File: src/parity_csr_defs.vh
// parity_csr_defs.vh: bit positions, widths and reset values of the parity control/status register
// assumes: included by the parity csr design files only
`ifndef PARITY_CSR_DEFS_VH
`define PARITY_CSR_DEFS_VH

`define CSR_WIDTH 16
`define CSR_ERR_BIT 15
`define CSR_SEL_BIT 14
`define CSR_ADDR_LO 5
`define CSR_ADDR_HI 11
`define CSR_WRONG_PAR_BIT 2
`define CSR_UNUSED_BIT 1
`define CSR_REPORT_EN_BIT 0
`define LOW_FAIL_MSB 17
`define LOW_FAIL_LSB 11
`define HIGH_FAIL_MSB 21
`define HIGH_FAIL_LSB 18
`define BUS_ADDR_WIDTH 22
`define CTRL_RESET 1'b0

`endif

File: src/fail_addr_latch.v
// fail_addr_latch.v: holds the address bits of the last failing read
// assumes: same clock as the register logic; capture is a one-cycle pulse
`default_nettype none
`include "parity_csr_defs.vh"

module fail_addr_latch (
  input wire mclk,
  input wire capture,
  input wire [`BUS_ADDR_WIDTH-1:0] failAddr,
  output reg [6:0] lowFailedAddressBits_q,
  output reg [3:0] highFailedAddressBits_q
);

  // no reset on purpose: the failed address must survive nrst and bus initialise
  always @(posedge mclk) begin
    if (capture) begin
      lowFailedAddressBits_q <= failAddr[`LOW_FAIL_MSB:`LOW_FAIL_LSB];
      highFailedAddressBits_q <= failAddr[`HIGH_FAIL_MSB:`HIGH_FAIL_LSB];
    end
  end

endmodule // fail_addr_latch
`default_nettype wire

File: src/memory_parity_csr_diag.v
// memory_parity_csr_diag.v: parity control/status register, wrong-parity forcing and error reporting
// assumes: memory cycles and register accesses come in on mclk as one-cycle strobes from the bus front end
`default_nettype none
`include "parity_csr_defs.vh"

module memory_parity_csr_diag (
  input wire mclk,
  input wire nrst,
  input wire busInit,
  input wire csrWrite,
  input wire csrRead,
  input wire [`CSR_WIDTH-1:0] csrWrData,
  output reg [`CSR_WIDTH-1:0] csrRdData,
  input wire wordWriteCycle,
  input wire byteWriteCycle,
  input wire [1:0] byteSel,
  input wire [`CSR_WIDTH-1:0] memWrData,
  output wire [1:0] parityToStore,
  input wire readCycle,
  input wire readModifyWriteCycle,
  input wire [`BUS_ADDR_WIDTH-1:0] memAddr,
  input wire [1:0] storedParity,
  input wire [`CSR_WIDTH-1:0] memRdData,
  output reg dataLineSixteenOut,
  output reg dataLineSeventeenOut,
  output reg dataLineSixteenOe_n,
  output reg dataLineSeventeenOe_n,
  output wire errorLed
);

  reg wrongParity_q;
  reg reportEn_q;
  reg addrSel_q;
  reg parityErr_q;
  wire [6:0] lowBits;
  wire [3:0] highBits;
  wire readAny;
  wire [1:0] checkParity;
  wire parityFail;
  wire initNow;

  // odd parity per byte
  function oddPar;
    input [7:0] b;
    begin
      oddPar = ~(^b);
    end
  endfunction

  assign initNow = ~nrst | busInit;
  assign readAny = readCycle | readModifyWriteCycle;

  // parity is generated for both bytes; the memory array stores only the lanes it writes
  assign parityToStore[0] = oddPar(memWrData[7:0]) ^ (wrongParity_q & (wordWriteCycle | (byteWriteCycle & byteSel[0])));
  assign parityToStore[1] = oddPar(memWrData[15:8]) ^ (wrongParity_q & (wordWriteCycle | (byteWriteCycle & byteSel[1])));

  assign checkParity[0] = oddPar(memRdData[7:0]);
  assign checkParity[1] = oddPar(memRdData[15:8]);
  assign parityFail = readAny & (checkParity != storedParity);

  always @(posedge mclk) begin
    if (initNow) begin
      wrongParity_q <= `CTRL_RESET;
      reportEn_q <= `CTRL_RESET;
      addrSel_q <= `CTRL_RESET;
      parityErr_q <= `CTRL_RESET;
    end else begin
      if (csrWrite) begin
        wrongParity_q <= csrWrData[`CSR_WRONG_PAR_BIT];
        reportEn_q <= csrWrData[`CSR_REPORT_EN_BIT];
        addrSel_q <= csrWrData[`CSR_SEL_BIT];
        parityErr_q <= csrWrData[`CSR_ERR_BIT];
      end
      // a new error wins over a software clear in the same cycle
      if (parityFail) begin
        parityErr_q <= 1'b1;
      end
    end
  end

  fail_addr_latch u_fail_addr_latch (
    .mclk(mclk),
    .capture(parityFail),
    .failAddr(memAddr),
    .lowFailedAddressBits_q(lowBits),
    .highFailedAddressBits_q(highBits)
  );

  // error lines are driven low (asserted) for one cycle, the cycle after a failing read, only while report enable is set
  always @(posedge mclk) begin
    if (initNow) begin
      dataLineSixteenOut <= 1'b1;
      dataLineSeventeenOut <= 1'b1;
      dataLineSixteenOe_n <= 1'b1;
      dataLineSeventeenOe_n <= 1'b1;
    end else if (parityFail & reportEn_q) begin
      dataLineSixteenOut <= 1'b0;
      dataLineSeventeenOut <= 1'b0;
      dataLineSixteenOe_n <= 1'b0;
      dataLineSeventeenOe_n <= 1'b0;
    end else begin
      dataLineSixteenOut <= 1'b1;
      dataLineSeventeenOut <= 1'b1;
      dataLineSixteenOe_n <= 1'b1;
      dataLineSeventeenOe_n <= 1'b1;
    end
  end

  // read data registered; write-path bits not listed read as zero, bit 01 included
  always @(posedge mclk) begin
    if (initNow) begin
      csrRdData <= 16'h0000;
    end else if (csrRead) begin
      csrRdData <= 16'h0000;
      csrRdData[`CSR_ERR_BIT] <= parityErr_q;
      csrRdData[`CSR_SEL_BIT] <= addrSel_q;
      if (addrSel_q) begin
        csrRdData[`CSR_ADDR_LO+3:`CSR_ADDR_LO] <= highBits;
      end else begin
        csrRdData[`CSR_ADDR_HI:`CSR_ADDR_LO] <= lowBits;
      end
      csrRdData[`CSR_WRONG_PAR_BIT] <= wrongParity_q;
      csrRdData[`CSR_REPORT_EN_BIT] <= reportEn_q;
    end
  end

  assign errorLed = parityErr_q;

endmodule // memory_parity_csr_diag
`default_nettype wire

File: config.mk
export PLATFORM = sky130hd
export DESIGN_NAME = memory_parity_csr_diag
export DESIGN_NICKNAME = d
export VERILOG_FILES = /design/src/fail_addr_latch.v /design/src/memory_parity_csr_diag.v
export VERILOG_INCLUDE_DIRS = /design/src
export SDC_FILE = /design/constraint.sdc
export NUM_CORES = 1
export LEC_CHECK = 0
export ABC_AREA = 1
export BUFFER_PORTS_ARGS = -buffer_cell sky130_fd_sc_hd__clkbuf_2
export CAP_MARGIN = 20
export CORE_ASPECT_RATIO = 0.6
export CORE_MARGIN = 3
export CORE_UTILIZATION = 40
export CTS_CLUSTER_DIAMETER = 50
export DETAILED_ROUTE_END_ITERATION = 10
export GPL_ROUTABILITY_DRIVEN = 0
export PLACE_DENSITY = 0.92
export SLEW_MARGIN = 20
export SYNTH_ARGS = -nofsm -noshare
export SYNTH_HDL_FRONTEND = slang
export SYNTH_SLANG_ARGS = --single-unit
File: constraint.sdc
create_clock -name mclk -period 1.2 [get_ports mclk]
set_input_delay 0.06 -clock mclk [delete_from_list [all_inputs] [get_ports mclk]]
set_output_delay 0.06 -clock mclk [all_outputs]
set_load 0.01 [all_outputs]
==> run metrics, run 1 <==
outcome=completed; Hold Path Depth=3; multi-input logic area=646 um2; Layout area overhead=40.2%; FFs w/ async S/R, synth=0%; P_sw=626 uW; total vias in the final route=1,330; initial antenna violation count=0; worst hold path class=primary input to register; CTS Buf Count=3; Layout Cells excl Fill=305; fin crit share=93.1%; Pins Over Slew Limit=0; total negative slack=0 ns; residual DRC count=0; RSZ-0062 raised after global routing=false; gr usage total=14.5%; startpoint class of the critical path=register; vias per inst=4.36; hpwl dp=2630 um; Starting Density=42.9%; worst stage delay on the critical path=0.37 ns; switch share=28.1%; num ports=106; final setup margin=0.0831 ns; Port Buffer Count=77; WS Path Type=register to primary output; crit path DAT=1.06 ns; Post-CTS Setup Inserts=0; commonest non-fill, non-tap cell in the layout=clkbuf_2; Die W=83.3 um; number of synthesized register bits=27; crit-path max FO=4; Mapped Area=0.00143 mm2; first-pass GRT wire length=5090 um; vias in the first global route=1,234; Lkg Pwr=1.04 nW; commonest cells after routing, fill and taps aside=77 x clkbuf_2, 42 x nand2_1, 20 x inv_1; largest net degree at the start of global routing=18; Final Hold Fails=0; Primary FF master, synth=dfxtp_1; final WL=3200 um; Worst setup startpoint=wrongParity_q; final core occ=60.1%; area share of the largest cell type after synthesis=23.1%; Max Fclk=895 MHz; row count=16; Antenna Nets Post-Route=0; CP max stage cell=dfxtp_2; GRT overflow=0; sequential fraction of design power=50.3%; Sequential Area=652 um2; First DRT Iteration DRCs=82; Placement Setup Slack=-0.147 ns; Core Footprint=0.00334 mm2; clock-pin slew on the worst setup and hold paths=0.09 ns; CP Capture Type=primary output; drt pass-1 iters=4; Int Pwr=1.60 mW; fillers=300; Avg WL per Cell=10.5 um; cell area power density=1110 mW/mm2; H-tree depth=1; combinational power share=26.1%; clock insertion delay at the later pin of the skew report=0.27 ns; peak supply drop=0.428 mV; minimum clock period=1.12 ns; R2R Setup Slk=0.21 ns; Min-Delay Startpoint=csrWrData[2]; R2R Path Start=addrSel_q; Final nets=344; Mapped Cells=170; CTS Root Cell=clkbuf_8; Synth area leader=edfxtp_1; Antenna Diode Count=0; critical-path cell list=o21ai_0 > xor2_1 > clkbuf_2; layout cells sized above 1=37.7%; clk_skew=0.00531 ns; CTS sink count=27; total power=2.23 mW; Area contributors post-synth=edfxtp_1 23%, dfxtp_1 22%, nand2_1 11%; R2R cell count=5; Die H=52.4 um; Post-synth EDFFs=11; Cells after DPL=290; Data required, critical path=1.14 ns; sequential fraction of the synthesis area=45.4%; clock buffer depth=2; YS warnings=0; CTS tree=built; Netlist cell types=21; Setup violations, final=0; max_cap viols=0; Clock power frac=23.7%; Die ar.=0.00436 mm2; syn_area_per_cell=8.43 um2
## sequential cells by signal, summed over array words and instances, names as in the netlist
signal and cells:
wrongParity_q 1, dataLineSeventeenOe_n 1, addrSel_q 1, u_fail_addr_latch.lowFailedAddressBits_q 7, errorLed 1, u_fail_addr_latch.highFailedAddressBits_q 4, reportEn_q 1, csrRdData 11
## per-layer routing
layer  wire length, um  global-route usage [%]  vias up
met3               170                    3.30        4
met5                 0                       0        -
met4                41                    4.08        0
met2              1650                    27.3       42
met1              1340                    16.9      578
li1                  -                       -      706
## logic make-up after synthesis
family	after synthesis	share of synthesized area [%]
xor+xnor	26	15.9
flops	27	45.4
other cells	1	0.262
buf+inv	32	10.6
mux	1	0.699
compound gates	20	7.95
simple gates	63	19.2
## final timing paths
kind | end
setup reg to reg | csrRdData[8]
hold reg to reg | dataLineSeventeenOe_n
setup / recovery | parityToStore[0]
hold / removal | wrongParity_q
## cell usage after synthesis (2+ instances only)
master    instances
o211ai_1          4
buf_4             8
inv_1            20
nor2_1            2
nand3_1          10
xor2_1           10
o21ai_0           6
nand2_1          42
edfxtp_1         11
inv_2             3
dfxtp_1          16
nand2_2           6
a21oi_1           9
xnor2_1          16
## layout make-up
class / count / share of cell area, %
sequential: 27 / 32.5
tap: 45 / 2.80
clock inverter: 1 / 0.436
timing repair buffer: 91 / 25.8
multi-input combinational: 115 / 32.1
inverter: 23 / 4.30
clock buffer: 3 / 2.06
## per-stage QoR
stage | instance area [um2] | hold WS, ns
6_report | 2010 | 0.00838
2_1_floorplan | 1450 | 0.159
3_3_place_gp | 1850 | 0.238
3_5_place_dp | 1850 | 0.240
4_1_cts | 2010 | 0.0137
5_1_grt | 2010 | 0.0172
## power groups by stage
stage	Sequential, mW	Combinational, mW	Clock, mW
2_1_floorplan	1.14	0.342	0
3_3_place_gp	1.14	0.538	0
3_5_place_dp	1.14	0.555	0
4_1_cts	1.12	0.584	0.543
5_1_grt	1.13	0.650	0.578
6_report	1.12	0.581	0.528
## repair_timing
action | CTS | global route
hold buffers | 11 | 0
resized for setup | 0 | 1
endpoints found under the hold margin | 11 | 0
setup endpoints to repair | 0 | 2
## critical path: cells and delay by family, from the launching register on
kind                      cells  cell delay, ns
buffers and inverters         1            0.15
AOI/OAI and AO/OA             1            0.11
xor gates and xnor gates      1            0.16
DFF                           1            0.37
(Power assumes the default switching activity.)
==> inputs of run 2 (changes only) <==
--- a/config.mk
+++ b/config.mk
@@ -16,6 +16,7 @@
 export DETAILED_ROUTE_END_ITERATION = 10
 export GPL_ROUTABILITY_DRIVEN = 0
 export PLACE_DENSITY = 0.92
+export SETUP_SLACK_MARGIN = 0.4
 export SLEW_MARGIN = 20
 export SYNTH_ARGS = -nofsm -noshare
 export SYNTH_HDL_FRONTEND = slang
==> run 2 against run 1 <==
Core utilization rose by 11 points. Flip-flop and latch count unchanged. Final cell count grew 2.6%. Final area grew 19%. Via count is 5.6% higher. Setup slack improved by 0.069 ns. Total power rose by 8.4%. Clock power increased by 2%. Worst hold slack better by 0.020 ns. Critical endpoint is now parityToStore[1]. Non-clock buffer count is 6 higher.
==> run metrics, run 2 (same netlist as run 1, synthesis figures left out) <==
minimum clock period=1.05 ns; GRT overflow=0; Data required, critical path=1.14 ns; final WL=3740 um; drt pass-1 iters=6; total power=2.42 mW; CTS Buf Count=3; clock buffer depth=2; peak supply drop=0.496 mV; Biggest register=csrRdData; Die ar.=0.00436 mm2; Starting Density=42.9%; CTS tree=built; Sequential Area=674 um2; cell mode on critical path=clkbuf_2; Port Buffer Count=77; largest net degree at the start of global routing=18; first-pass GRT wire length=5510 um; startpoint class of the critical path=primary input; clock insertion delay at the later pin of the skew report=0.28 ns; Worst setup startpoint=memWrData[9]; final setup margin=0.152 ns; vias in the first global route=1,313; R2R Path Start=addrSel_q; commonest cells after routing, fill and taps aside=57 x clkbuf_2, 32 x nand2_1, 17 x buf_6; fin crit share=87.3%; Hold Path Depth=3; hpwl dp=2570 um; CP max stage cell=xnor2_1; R2R cell count=5; Antenna Nets Post-Route=0; crit path DAT=0.99 ns; sequential fraction of design power=46.9%; worst hold path class=primary input to register; Bufs and invs on worst path=2; Avg WL per Cell=11.9 um; layout cells sized above 1=56.6%; Int Pwr=1.70 mW; Clock power frac=22.4%; reg2reg end=csrRdData[6]; H-tree depth=1; worst stage delay on the critical path=0.20 ns; CTS Root Cell=clkbuf_8; crit-path max FO=1; num ports=106; Placement Setup Slack=-0.151 ns; Pins Over Slew Limit=0; cell area power density=1010 mW/mm2; Max Fclk=954 MHz; gr usage total=16.1%; CP Capture Type=primary output; residual DRC count=0; Die H=52.4 um; Setup violations, final=0; Worst Hold End=wrongParity_q; critical-path cell list=clkbuf_2 > xor2_2 > xnor2_2 > xnor2_1 > xor2_1 > clkbuf_2; DP Area=0.00191 mm2; Top Registers=csrRdData: 11 flops, u_fail_addr_latch.lowFailedAddressBits_q: 7 flops, u_fail_addr_latch.highFailedAddressBits_q: 4 flops; WS Path Type=primary input to primary output; Min-Delay Startpoint=csrWrite; Layout area overhead=66.9%; switch share=29.8%; vias per inst=4.49; multi-input logic area=787 um2; max_cap viols=0; Die W=83.3 um; max FFs per register=11; crit-path leading delay family=XOR/XNOR gates; outcome=completed; CTS sink count=27; final instance area=0.00239 mm2; P_sw=720 uW; initial antenna violation count=0; combinational power share=30.8%; clk_skew=0.00580 ns; CP Depth=6; Core Footprint=0.00334 mm2; clock-pin slew on the worst setup and hold paths=0.09 ns; R2R Setup Slk=0.36 ns; Final Hold Fails=0; row count=16; Final nets=351; Lkg Pwr=1.17 nW; total vias in the final route=1,405; fillers=233; First DRT Iteration DRCs=32; commonest non-fill, non-tap cell in the layout=clkbuf_2; RSZ-0062 raised after global routing=true
==> run 2: what timing repair did <==
action                                 CTS  global route
hold buffers                            12             0
gates cloned                             1             0
resized for setup                       34            53
endpoints found under the hold margin   12             0
buffers inserted                         4             1
setup endpoints to repair               38            39
pin swaps                                5             5
==> run 2: area by class of cell <==
type / count / area share (%)
multi-input combinational: 115 / 32.9
timing repair buffer: 97 / 29.3
sequential: 27 / 28.2
inverter: 23 / 4.66
tap: 45 / 2.35
clock buffer: 3 / 1.73
clock inverter: 1 / 0.366
timing repair inverter: 1 / 0.366
antenna: 1 / 0.105
==> run 2: how the worst max path moves through the flow <==
stage / to / slack [ns]
CTS: parityToStore[1] / 0.13
finish: parityToStore[1] / 0.15
global route: parityToStore[1] / 0.1
global placement: u_fail_addr_latch.lowFailedAddressBits_q[5] / -0.08
detailed placement: u_fail_addr_latch.highFailedAddressBits_q[2] / -0.15
floorplan: u_fail_addr_latch.highFailedAddressBits_q[0] / 0.19
==> run 2: routing by layer <==
metal  share of wire (%)  GRT usage [%]
met4                 1.2           5.43
met2                  55           31.5
met1                  37           16.5
met5                   0              0
met3                 6.5           5.18
==> run 2: per-stage QoR <==
stage | hold WS (ns) | std cells | setup TNS [ns] | util, %
after global placement | 0.238 | 290 | -0.832 | 57.0
after floorplan | 0.159 | 174 | 0 | -
after detailed placement | 0.240 | 290 | -1.69 | 57.0
final | 0.0283 | 313 | 0 | 71.5
after CTS | 0.0173 | 311 | 0 | 65.7
after global routing | 0.0356 | 312 | 0 | 71.4
==> run 2: worst reg2reg max path, delay by kind of cell, from the launching register on <==
family	cells	cell delay, ns
flip-flops	1	0.41
buffers and inverters	2	0.12
AND/OR/NAND/NOR	2	0.12
AO/OA/AOI/OAI	1	0.08
==> run 2: power by group through the flow <==
stage / sequential [mW] / clock, mW / combinational (mW)
2_1_floorplan: 1.14 / 0 / 0.357
3_3_place_gp: 1.14 / 0 / 0.562
3_5_place_dp: 1.14 / 0 / 0.584
4_1_cts: 1.12 / 0.545 / 0.674
5_1_grt: 1.14 / 0.609 / 0.817
6_report: 1.13 / 0.541 / 0.744
